--- src/include/ssf_defs.svh ---
// offsets, field positions and reset values of the sticky status block
// assumes inclusion by bare name from the package and the design files
`ifndef SSF_DEFS_SVH
`define SSF_DEFS_SVH

// byte offsets on the register bus
`define SSF_OFF_X_STICKY 12'h000
`define SSF_OFF_Y_STICKY 12'h004
`define SSF_OFF_MODE 12'h008
`define SSF_OFF_DATA 12'h100

// reset values and masks
`define SSF_STICKY_RESET 32'h0000_0000
`define SSF_WR_MASK 32'h001e_03e7
`define SSF_LIVE_MASK 32'h0560_0000

// field positions in a sticky register
`define SSF_BIT_ALU_UNDERFLOW 0
`define SSF_BIT_ALU_OVF_B 1
`define SSF_BIT_ALU_OVF_A 2
`define SSF_BIT_ALU_INVALID 5
`define SSF_BIT_MULT_FIX_OVF 6
`define SSF_BIT_MULT_OVF 7
`define SSF_BIT_MULT_UNDERFLOW 8
`define SSF_BIT_MULT_INVALID 9
`define SSF_BIT_CB7 17
`define SSF_BIT_CB15 18
`define SSF_BIT_ILL_IO 19
`define SSF_BIT_UNALIGNED 20
`define SSF_BIT_PC_FULL 21
`define SSF_BIT_PC_EMPTY 22
`define SSF_BIT_SS_OVF 23
`define SSF_BIT_SS_EMPTY 24
`define SSF_BIT_LOOP_OVF 25
`define SSF_BIT_LOOP_EMPTY 26

// field of the mode register
`define SSF_BIT_DET_EN 0

// pc stack pointer figures
`define SSF_PC_PTR_EMPTY 5'h00
`define SSF_PC_PTR_FULL 5'h1f

// data register file shape
`define SSF_DATA_DEPTH 16
`define SSF_DATA_WIDTH 40

`endif

--- src/include/ssf_pkg.sv ---
// types shared by the sticky status block
// assumes ssf_defs.svh on the include path
`include "ssf_defs.svh"

package ssf_pkg;

  // live flags of one processing element
  typedef struct packed {
    logic aluInvalidLive;
    logic aluOverflowLive;
    logic aluZeroLive;
    logic multInvalidLive;
    logic multUnderflowLive;
    logic multOverflowLive;
    logic unalignedLongAccess;
    logic illegalIoRegAccess;
    logic circbuf15Latch;
    logic circbuf7Latch;
  } ssf_arith_t;

  // bus handshake sequencer
  typedef enum logic [2:0] {
    ST_IDLE = 3'b001,
    ST_FETCH = 3'b010,
    ST_ANSWER = 3'b100
  } ssf_apb_state_t;

  // whole state of the top module
  typedef struct packed {
    ssf_apb_state_t apbState;
    logic [1:0][31:0] sticky;
    logic detectEn;
    logic [31:0] prdata;
    logic slverr;
  } ssf_top_state_t;

  localparam ssf_top_state_t SSF_TOP_RESET = '{
    apbState: ST_IDLE,
    sticky: {`SSF_STICKY_RESET, `SSF_STICKY_RESET},
    detectEn: 1'b0,
    prdata: 32'h0000_0000,
    slverr: 1'b0
  };

endpackage

--- src/include/ssf_mem_if.sv ---
// port bundle between the bus logic and the data register memory
// assumes one clock shared by both ends
`timescale 1ns/1ps
`default_nettype none

interface ssf_mem_if #(
  parameter int AW = 4,
  parameter int DW = 40
);
  logic [AW-1:0] addr;
  logic wrLo;
  logic wrHi;
  logic [DW-1:0] wdata;
  logic [DW-1:0] rdata;

  modport ctrl(output addr, output wrLo, output wrHi, output wdata, input rdata);
  modport mem(input addr, input wrLo, input wrHi, input wdata, output rdata);
endinterface

`default_nettype wire

--- src/hw/ssf_data_mem.sv ---
// data register file of element x, low word and high bits written apart
// assumes addresses in range; read data registered every cycle
`timescale 1ns/1ps
`default_nettype none
`include "ssf_defs.svh"

module ssf_data_mem #(
  parameter int DEPTH = `SSF_DATA_DEPTH,
  parameter int WIDTH = `SSF_DATA_WIDTH
) (
  input wire logic sys_clk,
  input wire logic reset_n,
  ssf_mem_if.mem bus
);

  typedef struct packed {
    logic [DEPTH-1:0][WIDTH-1:0] mem;
    logic [WIDTH-1:0] rdata;
  } ssf_mem_state_t;

  ssf_mem_state_t st_q;
  ssf_mem_state_t st_d;

  // stored bits never depend on fixed or float reading
  always_comb begin
    st_d = st_q;
    if (bus.wrLo) begin
      st_d.mem[bus.addr][31:0] = bus.wdata[31:0];
    end
    if (bus.wrHi) begin
      st_d.mem[bus.addr][WIDTH-1:32] = bus.wdata[WIDTH-1:32];
    end
    st_d.rdata = st_q.mem[bus.addr];
  end

  always_ff @(posedge sys_clk) begin
    if (!reset_n) begin
      st_q <= '0;
    end else begin
      st_q <= st_d;
    end
  end

  assign bus.rdata = st_q.rdata;

endmodule

`default_nettype wire

--- src/hw/ssf_sticky_flags.sv ---
// sticky status registers of both processing elements and the x data
// registers, reached over an apb slave
// assumes all flag inputs come from logic on sys_clk
//
// Notes on behaviour
// - sticky bits stay set until software clears them; bits 25 and 23 until reset.
// - bit 5 latches the live alu invalid flag.
// - bit 26 reads loop stacks empty, live, read-only.
// - bit 25 is read-only sticky loop stack overflow.
// - bit 24 reads status stack empty, live, read-only.
// - bit 23 is read-only sticky status stack overflow.
// - bit 22 reads pc stack empty, live, read-only.
// - bit 21 reads pc stack full, live, read-only.
// - bit 20 latches an unaligned forced long word access.
// - bit 19 latches illegal io accesses while detection is enabled.
// - bit 18 latches the circular buffer 15 interrupt latch.
// - bit 17 latches the circular buffer 7 interrupt latch.
// - bit 9 latches the live multiplier invalid flag.
// - bit 8 latches the live multiplier underflow flag.
// - bits 7 and 6 both latch the live multiplier overflow.
// - bits 2 and 1 both latch the live alu overflow.
// - bit 0 latches the live alu zero flag.
// - x register is fed by element x flags and by the shared stack overflow inputs.
// - y register has the same layout, fed by element y.
// - x data registers are 40 bits, read and write.
// - pc pointer 0 means empty, 31 means full.
//
// Our own choices: the register offsets and the APB slave port.
`timescale 1ns/1ps
`default_nettype none
`include "ssf_defs.svh"

module ssf_sticky_flags #(
  parameter int DATA_DEPTH = `SSF_DATA_DEPTH,
  parameter int DATA_WIDTH = `SSF_DATA_WIDTH
) (
  input wire logic sys_clk,
  input wire logic reset_n,
  input wire logic psel,
  input wire logic penable,
  input wire logic pwrite,
  input wire logic [11:0] paddr,
  input wire logic [31:0] pwdata,
  output logic pready,
  output logic [31:0] prdata,
  output logic pslverr,
  input wire ssf_pkg::ssf_arith_t xLiveArithFlags,
  input wire ssf_pkg::ssf_arith_t yLiveArithFlags,
  input wire logic loopStackEmpty,
  input wire logic loopStackOverflow,
  input wire logic statusStackEmpty,
  input wire logic statusStackOverflow,
  input wire logic [4:0] pcStackPointer,
  output logic illegalAccessDetectEn
);

  localparam int AW = $clog2(DATA_DEPTH);

  // ***************************************************
  // parameter checks
  // ***************************************************

  // high part must fit in one bus word, index must fit the window
  if (DATA_WIDTH < 33 || DATA_WIDTH > 64) begin : g_bad_width
    $error("data width must be 33 to 64");
  end
  if (DATA_DEPTH < 2 || DATA_DEPTH > 64 || (1 << AW) != DATA_DEPTH) begin : g_bad_depth
    $error("data depth must be a power of two from 2 to 64");
  end

  // ***************************************************
  // state and decode
  // ***************************************************

  ssf_pkg::ssf_top_state_t st_q;
  ssf_pkg::ssf_top_state_t st_d;

  ssf_pkg::ssf_arith_t arith [2];
  logic [31:0] setVec [2];
  logic [31:0] rdVal [2];
  logic [31:0] liveBits;
  logic pcEmpty;
  logic pcFull;
  logic [11:0] dataOff;
  logic dataHit;
  logic hitX;
  logic hitY;
  logic hitMode;
  logic anyHit;
  logic busWrite;

  ssf_mem_if #(.AW(AW), .DW(DATA_WIDTH)) memBus ();

  ssf_data_mem #(
    .DEPTH(DATA_DEPTH),
    .WIDTH(DATA_WIDTH)
  ) u_data_mem (
    .sys_clk(sys_clk),
    .reset_n(reset_n),
    .bus(memBus)
  );

  // pc stack state follows the pointer value
  assign pcEmpty = (pcStackPointer == `SSF_PC_PTR_EMPTY);
  assign pcFull = (pcStackPointer == `SSF_PC_PTR_FULL);

  // live bits are never stored, so they can not go stale
  assign liveBits =
      (32'(loopStackEmpty) << `SSF_BIT_LOOP_EMPTY)
    | (32'(statusStackEmpty) << `SSF_BIT_SS_EMPTY)
    | (32'(pcEmpty) << `SSF_BIT_PC_EMPTY)
    | (32'(pcFull) << `SSF_BIT_PC_FULL);

  // address decode; data words sit in pairs, low word first
  assign dataOff = paddr - `SSF_OFF_DATA;
  assign dataHit = (paddr >= `SSF_OFF_DATA) && (dataOff[11:3] < 9'(DATA_DEPTH));
  assign hitX = (paddr == `SSF_OFF_X_STICKY);
  assign hitY = (paddr == `SSF_OFF_Y_STICKY);
  assign hitMode = (paddr == `SSF_OFF_MODE);
  assign anyHit = hitX | hitY | hitMode | dataHit;

  // a write takes effect only at the edge that completes the transfer
  assign busWrite = pready & pwrite;

  // ***************************************************
  // per element flag sources
  // ***************************************************

  // each register sees only its own element
  assign arith[0] = xLiveArithFlags;
  // the y element has the identical map
  assign arith[1] = yLiveArithFlags;

  for (genvar g = 0; g < 2; g++) begin : g_elem
    // set terms; overflow bits share a source by design
    assign setVec[g] =
        (32'(arith[g].aluZeroLive) << `SSF_BIT_ALU_UNDERFLOW)
      | (32'(arith[g].aluOverflowLive) << `SSF_BIT_ALU_OVF_B)
      | (32'(arith[g].aluOverflowLive) << `SSF_BIT_ALU_OVF_A)
      | (32'(arith[g].aluInvalidLive) << `SSF_BIT_ALU_INVALID)
      | (32'(arith[g].multOverflowLive) << `SSF_BIT_MULT_FIX_OVF)
      | (32'(arith[g].multOverflowLive) << `SSF_BIT_MULT_OVF)
      | (32'(arith[g].multUnderflowLive) << `SSF_BIT_MULT_UNDERFLOW)
      | (32'(arith[g].multInvalidLive) << `SSF_BIT_MULT_INVALID)
      | (32'(arith[g].circbuf7Latch) << `SSF_BIT_CB7)
      | (32'(arith[g].circbuf15Latch) << `SSF_BIT_CB15)
      | (32'(arith[g].illegalIoRegAccess & st_q.detectEn) << `SSF_BIT_ILL_IO)
      | (32'(arith[g].unalignedLongAccess) << `SSF_BIT_UNALIGNED)
      | (32'(statusStackOverflow) << `SSF_BIT_SS_OVF)
      | (32'(loopStackOverflow) << `SSF_BIT_LOOP_OVF);

    // read view: stored bits outside live places, unlisted bits zero
    assign rdVal[g] = (st_q.sticky[g] & ~`SSF_LIVE_MASK) | liveBits;
  end

  // ***************************************************
  // memory port
  // ***************************************************

  // address follows paddr so the read is ready one cycle after setup
  always_comb begin
    memBus.addr = dataOff[AW+2:3];
    memBus.wdata = {pwdata[DATA_WIDTH-33:0], pwdata};
    memBus.wrLo = busWrite & dataHit & ~paddr[2];
    memBus.wrHi = busWrite & dataHit & paddr[2];
  end

  // ***************************************************
  // next state
  // ***************************************************

  // set wins over a clearing write in the same cycle
  always_comb begin
    st_d = st_q;
    for (int g = 0; g < 2; g++) begin
      if (busWrite && ((g == 0) ? hitX : hitY)) begin
        // stack overflow bits keep their value
        st_d.sticky[g] = (pwdata & `SSF_WR_MASK)
                       | (st_q.sticky[g] & ~`SSF_WR_MASK);
      end
      st_d.sticky[g] = st_d.sticky[g] | setVec[g];
    end
    if (busWrite && hitMode) begin
      st_d.detectEn = pwdata[`SSF_BIT_DET_EN];
    end
    case (st_q.apbState)
      ssf_pkg::ST_IDLE: begin
        if (psel && !penable) begin
          st_d.apbState = ssf_pkg::ST_FETCH;
        end
      end
      ssf_pkg::ST_FETCH: begin
        // capture the answer; memory data arrived this cycle
        st_d.slverr = ~anyHit;
        if (hitX) begin
          st_d.prdata = rdVal[0];
        end else if (hitY) begin
          st_d.prdata = rdVal[1];
        end else if (hitMode) begin
          st_d.prdata = 32'(st_q.detectEn) << `SSF_BIT_DET_EN;
        end else if (dataHit && paddr[2]) begin
          st_d.prdata = 32'(memBus.rdata[DATA_WIDTH-1:32]);
        end else if (dataHit) begin
          st_d.prdata = memBus.rdata[31:0];
        end else begin
          st_d.prdata = 32'h0000_0000;
        end
        st_d.apbState = psel ? ssf_pkg::ST_ANSWER : ssf_pkg::ST_IDLE;
      end
      ssf_pkg::ST_ANSWER: begin
        st_d.apbState = ssf_pkg::ST_IDLE;
      end
      default: begin
        st_d.apbState = ssf_pkg::ST_IDLE;
      end
    endcase
  end

  // single register stage for all state
  always_ff @(posedge sys_clk) begin
    if (!reset_n) begin
      st_q <= ssf_pkg::SSF_TOP_RESET;
    end else begin
      st_q <= st_d;
    end
  end

  // ***************************************************
  // outputs
  // ***************************************************

  // one wait state on every transfer, no fast path
  assign pready = psel & penable & (st_q.apbState == ssf_pkg::ST_ANSWER);
  assign prdata = st_q.prdata;
  assign pslverr = pready & st_q.slverr;
  assign illegalAccessDetectEn = st_q.detectEn;

  // ***************************************************
  // checks
  // ***************************************************

  // a set x bit with no write to the x register stays set
  property p_sticky_hold;
    @(posedge sys_clk) disable iff (!reset_n)
    (st_q.sticky[0][`SSF_BIT_MULT_INVALID] && !(busWrite && hitX))
      |=> st_q.sticky[0][`SSF_BIT_MULT_INVALID];
  endproperty
  a_sticky_hold: assert property (p_sticky_hold)
    else $error("sticky bit lost without a write");

  // alu invalid sets bit 5 and it outlives the live flag
  property p_alu_invalid;
    @(posedge sys_clk) disable iff (!reset_n)
    (xLiveArithFlags.aluInvalidLive ##1 !(busWrite && hitX) [*2])
      |-> st_q.sticky[0][`SSF_BIT_ALU_INVALID];
  endproperty
  a_alu_invalid: assert property (p_alu_invalid)
    else $error("alu invalid sticky not held");

  // x readback shows loop empty live
  property p_loop_empty;
    @(posedge sys_clk) disable iff (!reset_n)
    rdVal[0][`SSF_BIT_LOOP_EMPTY] == loopStackEmpty;
  endproperty
  a_loop_empty: assert property (p_loop_empty)
    else $error("loop empty bit not live");

  // loop overflow survives a write of zeros
  property p_loop_ovf;
    @(posedge sys_clk) disable iff (!reset_n)
    loopStackOverflow |=> st_q.sticky[1][`SSF_BIT_LOOP_OVF] [*3];
  endproperty
  a_loop_ovf: assert property (p_loop_ovf)
    else $error("loop overflow sticky lost");

  // pc empty and full follow the pointer on the y register
  property p_pc_state;
    @(posedge sys_clk) disable iff (!reset_n)
    rdVal[1][`SSF_BIT_PC_EMPTY] == (pcStackPointer == `SSF_PC_PTR_EMPTY)
      && rdVal[1][`SSF_BIT_PC_FULL] == (pcStackPointer == `SSF_PC_PTR_FULL);
  endproperty
  a_pc_state: assert property (p_pc_state)
    else $error("pc stack bits wrong");

  // illegal access ignored while detection is off; software may still write it
  property p_ill_gate;
    @(posedge sys_clk) disable iff (!reset_n)
    (!st_q.detectEn && !st_q.sticky[0][`SSF_BIT_ILL_IO] && !(busWrite && hitX))
      |=> !st_q.sticky[0][`SSF_BIT_ILL_IO];
  endproperty
  a_ill_gate: assert property (p_ill_gate)
    else $error("illegal access set while detection off");

  // y flags never reach the x register
  property p_x_isolated;
    @(posedge sys_clk) disable iff (!reset_n)
    (!xLiveArithFlags.multUnderflowLive && !(busWrite && hitX)
      && !st_q.sticky[0][`SSF_BIT_MULT_UNDERFLOW])
      |=> !st_q.sticky[0][`SSF_BIT_MULT_UNDERFLOW];
  endproperty
  a_x_isolated: assert property (p_x_isolated)
    else $error("x register set by a foreign source");

  // a write of zeros clears writable bits but not stack overflow
  property p_write_clear;
    @(posedge sys_clk) disable iff (!reset_n)
    (busWrite && hitY && pwdata == 32'h0000_0000
      && !yLiveArithFlags.aluOverflowLive)
      |=> !st_q.sticky[1][`SSF_BIT_ALU_OVF_A]
        && st_q.sticky[1][`SSF_BIT_SS_OVF] == ($past(st_q.sticky[1][`SSF_BIT_SS_OVF])
             | $past(statusStackOverflow));
  endproperty
  a_write_clear: assert property (p_write_clear)
    else $error("sticky write behaviour wrong");

  // every setup is answered exactly two cycles later
  property p_answer_time;
    @(posedge sys_clk) disable iff (!reset_n)
    (psel && !penable && st_q.apbState == ssf_pkg::ST_IDLE) ##1 (psel && penable)
      |-> !pready ##1 pready;
  endproperty
  a_answer_time: assert property (p_answer_time)
    else $error("bus answer timing wrong");

endmodule

`default_nettype wire

--- config.mk ---
export PLATFORM = sky130hd
export DESIGN_NAME = ssf_sticky_flags
export DESIGN_NICKNAME = d
export VERILOG_FILES = /design/src/include/ssf_pkg.sv /design/src/include/ssf_mem_if.sv /design/src/hw/ssf_data_mem.sv /design/src/hw/ssf_sticky_flags.sv
export VERILOG_INCLUDE_DIRS = /design/src /design/src/include
export SDC_FILE = /design/constraint.sdc
export NUM_CORES = 2
export LEC_CHECK = 0
export ABC_AREA = 1
export BUFFER_PORTS_ARGS = -buffer_cell sky130_fd_sc_hd__buf_2
export CAP_MARGIN = 40
export CORE_ASPECT_RATIO = 0.9
export CORE_UTILIZATION = 30
export CTS_CLUSTER_SIZE = 10
export DETAILED_ROUTE_END_ITERATION = 8
export SETUP_SLACK_MARGIN = 0.15
export SLEW_MARGIN = 20
export SYNTH_ARGS = -nofsm -noshare
export SYNTH_HDL_FRONTEND = slang
export SYNTH_HIERARCHICAL = 1
export SYNTH_SLANG_ARGS = --single-unit
--- constraint.sdc ---
create_clock -name sys_clk -period 2.6 [get_ports sys_clk]
set_input_delay 0.39 -clock sys_clk [delete_from_list [all_inputs] [get_ports sys_clk]]
set_output_delay 0.39 -clock sys_clk [all_outputs]
set_load 0.01 [all_outputs]
**Word level (Yosys, flattened, before mapping)**

Cells that the tools add are included.

- $add $sub $neg: 1
- $lt $le $gt $ge: 4
- Equal/unequal tests: 7
- Muxes and demuxes: 20
- Bitwise operators: 49
- Reduce and logical (&&, ||, !) cells: 10

Operators with widths:

| kind | count |
|---|---|
| bitwise mux 640 bit | 2 |
| 2-to-1 mux 640 bit | 2 |
| demux 40 bit (select 4 bit) | 2 |
| 2-to-1 mux 32 bit | 8 |
| binary-select mux 40 bit (select 4 bit) | 1 |
| 2-to-1 mux 40 bit | 2 |
| OR 21 x 32 -> 32 bit | 2 |
| OR 32 x 26 -> 32 bit | 2 |
| OR 32 x 27 -> 32 bit | 2 |
| OR 24 x 26 -> 26 bit | 2 |
| OR 21 x 24 -> 24 bit | 2 |
| OR 20 x 21 -> 21 bit | 2 |
| OR 19 x 20 -> 20 bit | 2 |
| OR 18 x 19 -> 19 bit | 2 |
| OR 10 x 18 -> 18 bit | 2 |
| OR 27 x 22 -> 27 bit | 1 |
| OR 27 x 23 -> 27 bit | 1 |
| OR 27 x 25 -> 27 bit | 1 |
| OR 9 x 10 -> 10 bit | 2 |
| OR 8 x 9 -> 9 bit | 2 |
| OR 7 x 8 -> 8 bit | 2 |
| OR 6 x 7 -> 7 bit | 2 |
| == test 12 x 3 -> 1 bit, second input constant | 1 |
| == test 12 x 4 -> 1 bit, second input constant | 1 |
| other kinds (22) | 43 |

- Register bits after elaboration: 781
- Output and inout bits: 35
- Word-level logic and storage cells: 114

**Logic depth before layout (Yosys ltp)**

- Depth after elaboration: 14
- Gate-level depth with buffers: 13
- Gate-level depth less buffers: 11

**Modules after synthesis**

The synthesis kept the hierarchy.

By module, submodules not included:

| module | times used | cells an instance | area each (um^2) |
|---|---|---|---|
| ssf_data_mem | 1 | 4841 | 31266.2 |
| ssf_sticky_flags | 1 | 517 | 3550.9 |

**Least setup slack after synthesis**

No wires, ideal clock.

- Path type: in2reg
- Start point: input paddr[2]
- End point: register u_data_mem/st_q[192] in the netlist's numbering
- Library setup time: 0.132 ns
- Arrival: 1.985 ns
- Data required time: 2.468 ns
- Path slack: 0.483 ns
- Cell stages on the path: 10
- Path through: buf_6 inv_2 buf_4 clkbuf_1 nor3_1 clkbuf_1 buf_1 nand2_1 nand2_1 a21oi_1

- Elaborated cells between the ends (all ways): 18

RTL lines:

| element | line | RTL |
|---|---|---|
| from (decl) | ssf_sticky_flags.sv:42 | `input wire logic [11:0] paddr,` |
| subtractor 12 x 9 -> 12 bit (no line) | n/a |  |
| < comparator 9 x 5 -> 1 bit | ssf_sticky_flags.sv:116 | `` assign dataHit = (paddr >= `SSF_OFF_DATA) && (dataOff[11:3] < 9'(DATA_DEPTH)); `` |
| logical AND 1 bit | ssf_sticky_flags.sv:116 |  |
| AND 1 bit | ssf_sticky_flags.sv:165 | `memBus.wrHi = busWrite & dataHit & paddr[2];` |
| AND 1 bit (*) | ssf_sticky_flags.sv:165 |  |
| net memBus.wrHi | ssf_mem_if.sv:12 | `logic wrHi;` |
| 2-to-1 mux 640 bit (*) | ssf_data_mem.sv:30 | `if (bus.wrHi) begin` |
| to (signal assigned) | ssf_data_mem.sv:40 | `st_q <= st_d;` |
| to (decl) | ssf_data_mem.sv:21 | `ssf_mem_state_t st_q;` |

The timed path passes the listed nets; every way through them passes the cells marked *.
A chain may end at the register's enable or synchronous reset.

==> impl_metrics.csv <==
group,metric,value,unit
critical_path,cp_max_fo,24,
critical_path,critPathKind,"reg2reg",
timing,layout_min_cycle_time,2340,ps
grt,grt_max_degree,107,
synth,synth_edf_count,0,
cells_and_area,syn_to_final_growth,13.2,%
power,powerDensity,606,nW/um2
run,cap_violations,0,
critical_path,critPathArrivalTime,2860,ps
placed_design,dpl_cell_area,36600,um2
timing,worstMarginPinSlew,744,ps
floorplanning,die_w,361,um
floorplanning,fp-row-count,118,
timing,finalCritPeriodShare,0.900,
floorplanning,core,115000,um2
detailed_routing,drt_iter0_drc,4247,
synth,ys.flop_type,"dfxtp_1",
synth,synth_nets,5436,
timing,hold_viol_final,0,
cells_and_area,layoutNonFillerInstCount,6748,
grt,grt_util_all_layers,0.205,
detailed_routing,vias_per_cell,5.15,
timing,maxSlewHeadroom,0.504,
clock_tree,postCtsSetupRepairBufs,0,
clock_tree,clk_transition_reported_paths,60,ps
critical_path,crit_path_end_kind,"flop",
floorplanning,die-area,117000,um2
clock_tree,htree_levels,3,
detailed_routing,dr.pass1.iters,8,
critical_path,critPathLaunchType,"flop",
timing,rsz0062_at_grt,"false",
floorplanning,pin_count,113,
detailed_routing,vias,34771,
grt,antenna_found_initial,11,
power,max-vdd-ir-drop,532,uV
timing,drv_slew,0,
synth,ys_warn_count,6,
clock_tree,clock_path_buffers,3,
detailed_routing,route.detailed.drc,0,
clock_tree,cts_tree,"yes",
cells_and_area,design_area,39400,um2
power,p_leak,0.0155,uW
placed_design,placedCellCount,6612,
synth,synth_area,34800,um2
synth,yosysSeqAreaShare,0.428,
grt,grt_pass1_vias,31158,
synth,netlist_instances,5358,
run_status,status,"finished clean",
critical_path,crit_required,3120,ps
min_path,hold_class,"in2reg",
timing,finalSetupViolations,0,
clock_tree,cts.sinks,745,
cells_and_area,drive_gt1_frac,0.0801,
clock_tree,clk_latency,660,ps
critical_path,path_cells,"inv_2, nand2_1, nor2_1, nand3_2, nor2_8, inv_1, nor3_4, buf_12, buf_16, nand2_2, buf_4, nand2_1, a21oi_1",
cells_and_area,nNetsFinal,5296,
timing,skew,37.5,ps
critical_path,critPathMaxStageDelay,350,ps
detailed_routing,wire_per_inst,18.5,um
synth,avgSynthCellArea,6.50,um2
floorplanning,die_h,325,um
clock_tree,cts_buffers,87,
detailed_routing,routed_wl,125000,um
clock_tree,root_buffer,"clkbuf_16",
timing,max_freq,427,MHz
critical_path,slowest_stage,"dfxtp_1",
placed_design,gp_congestion,0.846,
timing,setup_tns,0,ps
synth,async_reset_ff_frac,0,
floorplanning,initial_core_util,0.303,
timing,whs,31.4,ps
synth,ys_ff_latch,745,
grt,grt_pass1_wl,190000,um
grt,grt_overflow,0,
detailed_routing,antenna_left,0,
placed_design,io_buffers,112,
synth,synth_cell_types,27,
placed_design,dpl.hpwl,73900,um
critical_path,crit_top_cell,"nand2_1",
## final cells by class
cell class,count,area (um2)
Inverter,104,410
Multi-Input combinational cell,3992,17100
Sequential cell,745,14900
Fill cell,12333,75600
Clock inverter,5,51.3
Tap cell,1500,1880
Antenna cell,3,7.51
Clock buffer,111,2380
Timing Repair Buffer,288,2670
## path summary, 6_finish.rpt
kind / from / end / slack [ps] / cells after the start
worst min-delay path: yLiveArithFlags[6] / st_q[75] / 30 / 4
worst max register to register: st_q[98] / u_data_mem/st_q[297] / 260 / 13
worst max-delay path: st_q[98] / u_data_mem/st_q[297] / 260 / 13
worst min register to register: u_data_mem/st_q[368] / u_data_mem/st_q[368] / 450 / 2
## sequential cells by signal, summed over array words and instances (netlist names)
signal,flops
illegalAccessDetectEn,1
u_data_mem/bus.rdata,40
st_q,32
u_data_mem/st_q,640
prdata,32
## layout by cell type (no fill, tap or decap), types with 2 or more instances in the layout
master	n
dlygate4sd3_1	14
clkbuf_16	92
inv_8	2
buf_2	109
nor2_4	15
nor2_1	189
dfxtp_1	744
nor3_4	2
diode_2	3
inv_2	7
clkbuf_8	7
a21oi_1	629
buf_4	102
or2_0	7
inv_1	91
buf_12	45
nand4_1	15
nand3b_1	18
nor3_1	2
nand2_1	2317
nand2_2	9
clkinv_1	3
clkbuf_1	15
buf_8	2
buf_16	4
clkinv_8	2
nor2_2	4
o211ai_1	3
inv_6	2
clkinv_2	2
o21ai_0	127
buf_6	9
nand3_1	649
## layer usage
metal  part of all wire  global-route usage  up-vias
li1                   -                   -    16760
met1               0.45               0.290    16415
met2               0.44               0.313     1386
met3              0.079              0.0292      202
met4              0.032              0.0747        8
met5            0.00047                   0        -
## cells in the mapped netlist (3+ instances only)
master,number,share of area
a21oi_1,629,0.090
buf_1,26,0.0028
buf_2,167,0.024
buf_4,88,0.019
buf_6,9,0.0029
clkbuf_1,227,0.024
dfxtp_1,745,0.43
inv_1,95,0.010
inv_2,9,0.00097
nand2_1,2322,0.25
nand2_2,4,0.00072
nand3_1,649,0.093
nand3b_1,18,0.0039
nand4_1,15,0.0027
nor2_1,197,0.021
nor2_2,10,0.0018
nor3_1,4,0.00058
o211ai_1,3,0.00065
o21ai_0,127,0.018
or2_0,7,0.0013
## kinds of logic (layout without fill, tap and decap cells)
kind of cell           count (synthesis)  after routing  synth area share
other                                  0              3                 0
AOI/OAI and AO/OA                    759            759             0.109
DFF                                  745            745             0.428
buffers and inverters                621            508            0.0844
and+or+nand+nor                     3233           3233             0.378
## metrics by stage
stage	setup WS (ps)	total power [uW]	utilization
3_5_place_dp	235	13000	0.319
6_report	260	23900	0.343
5_1_grt	152	24500	0.343
3_3_place_gp	266	13000	0.318
2_1_floorplan	483	12400	-
4_1_cts	206	24000	0.341
## where the power goes
part	total (uW)	internal (uW)	leakage (uW)	switching (uW)
logic	1340	273	0.00830	1070
clock network	11100	6310	0.00119	4750
registers	11500	11500	0.00601	20.1
## worst max-delay path: cells and delay by family (launching register included)
family	cells	cell delay, ps
AOI/OAI and AO/OA	1	60
buffers and inverters	5	850
DFF	1	350
and+or+nand+nor	7	890
## repair_timing
item                                    CTS  global route
hold buffers                             14             0
endpoints found under the setup margin    0           466
gates resized for setup                   0            25
endpoints found under the hold margin    16             0
(Power assumes the default switching activity.)
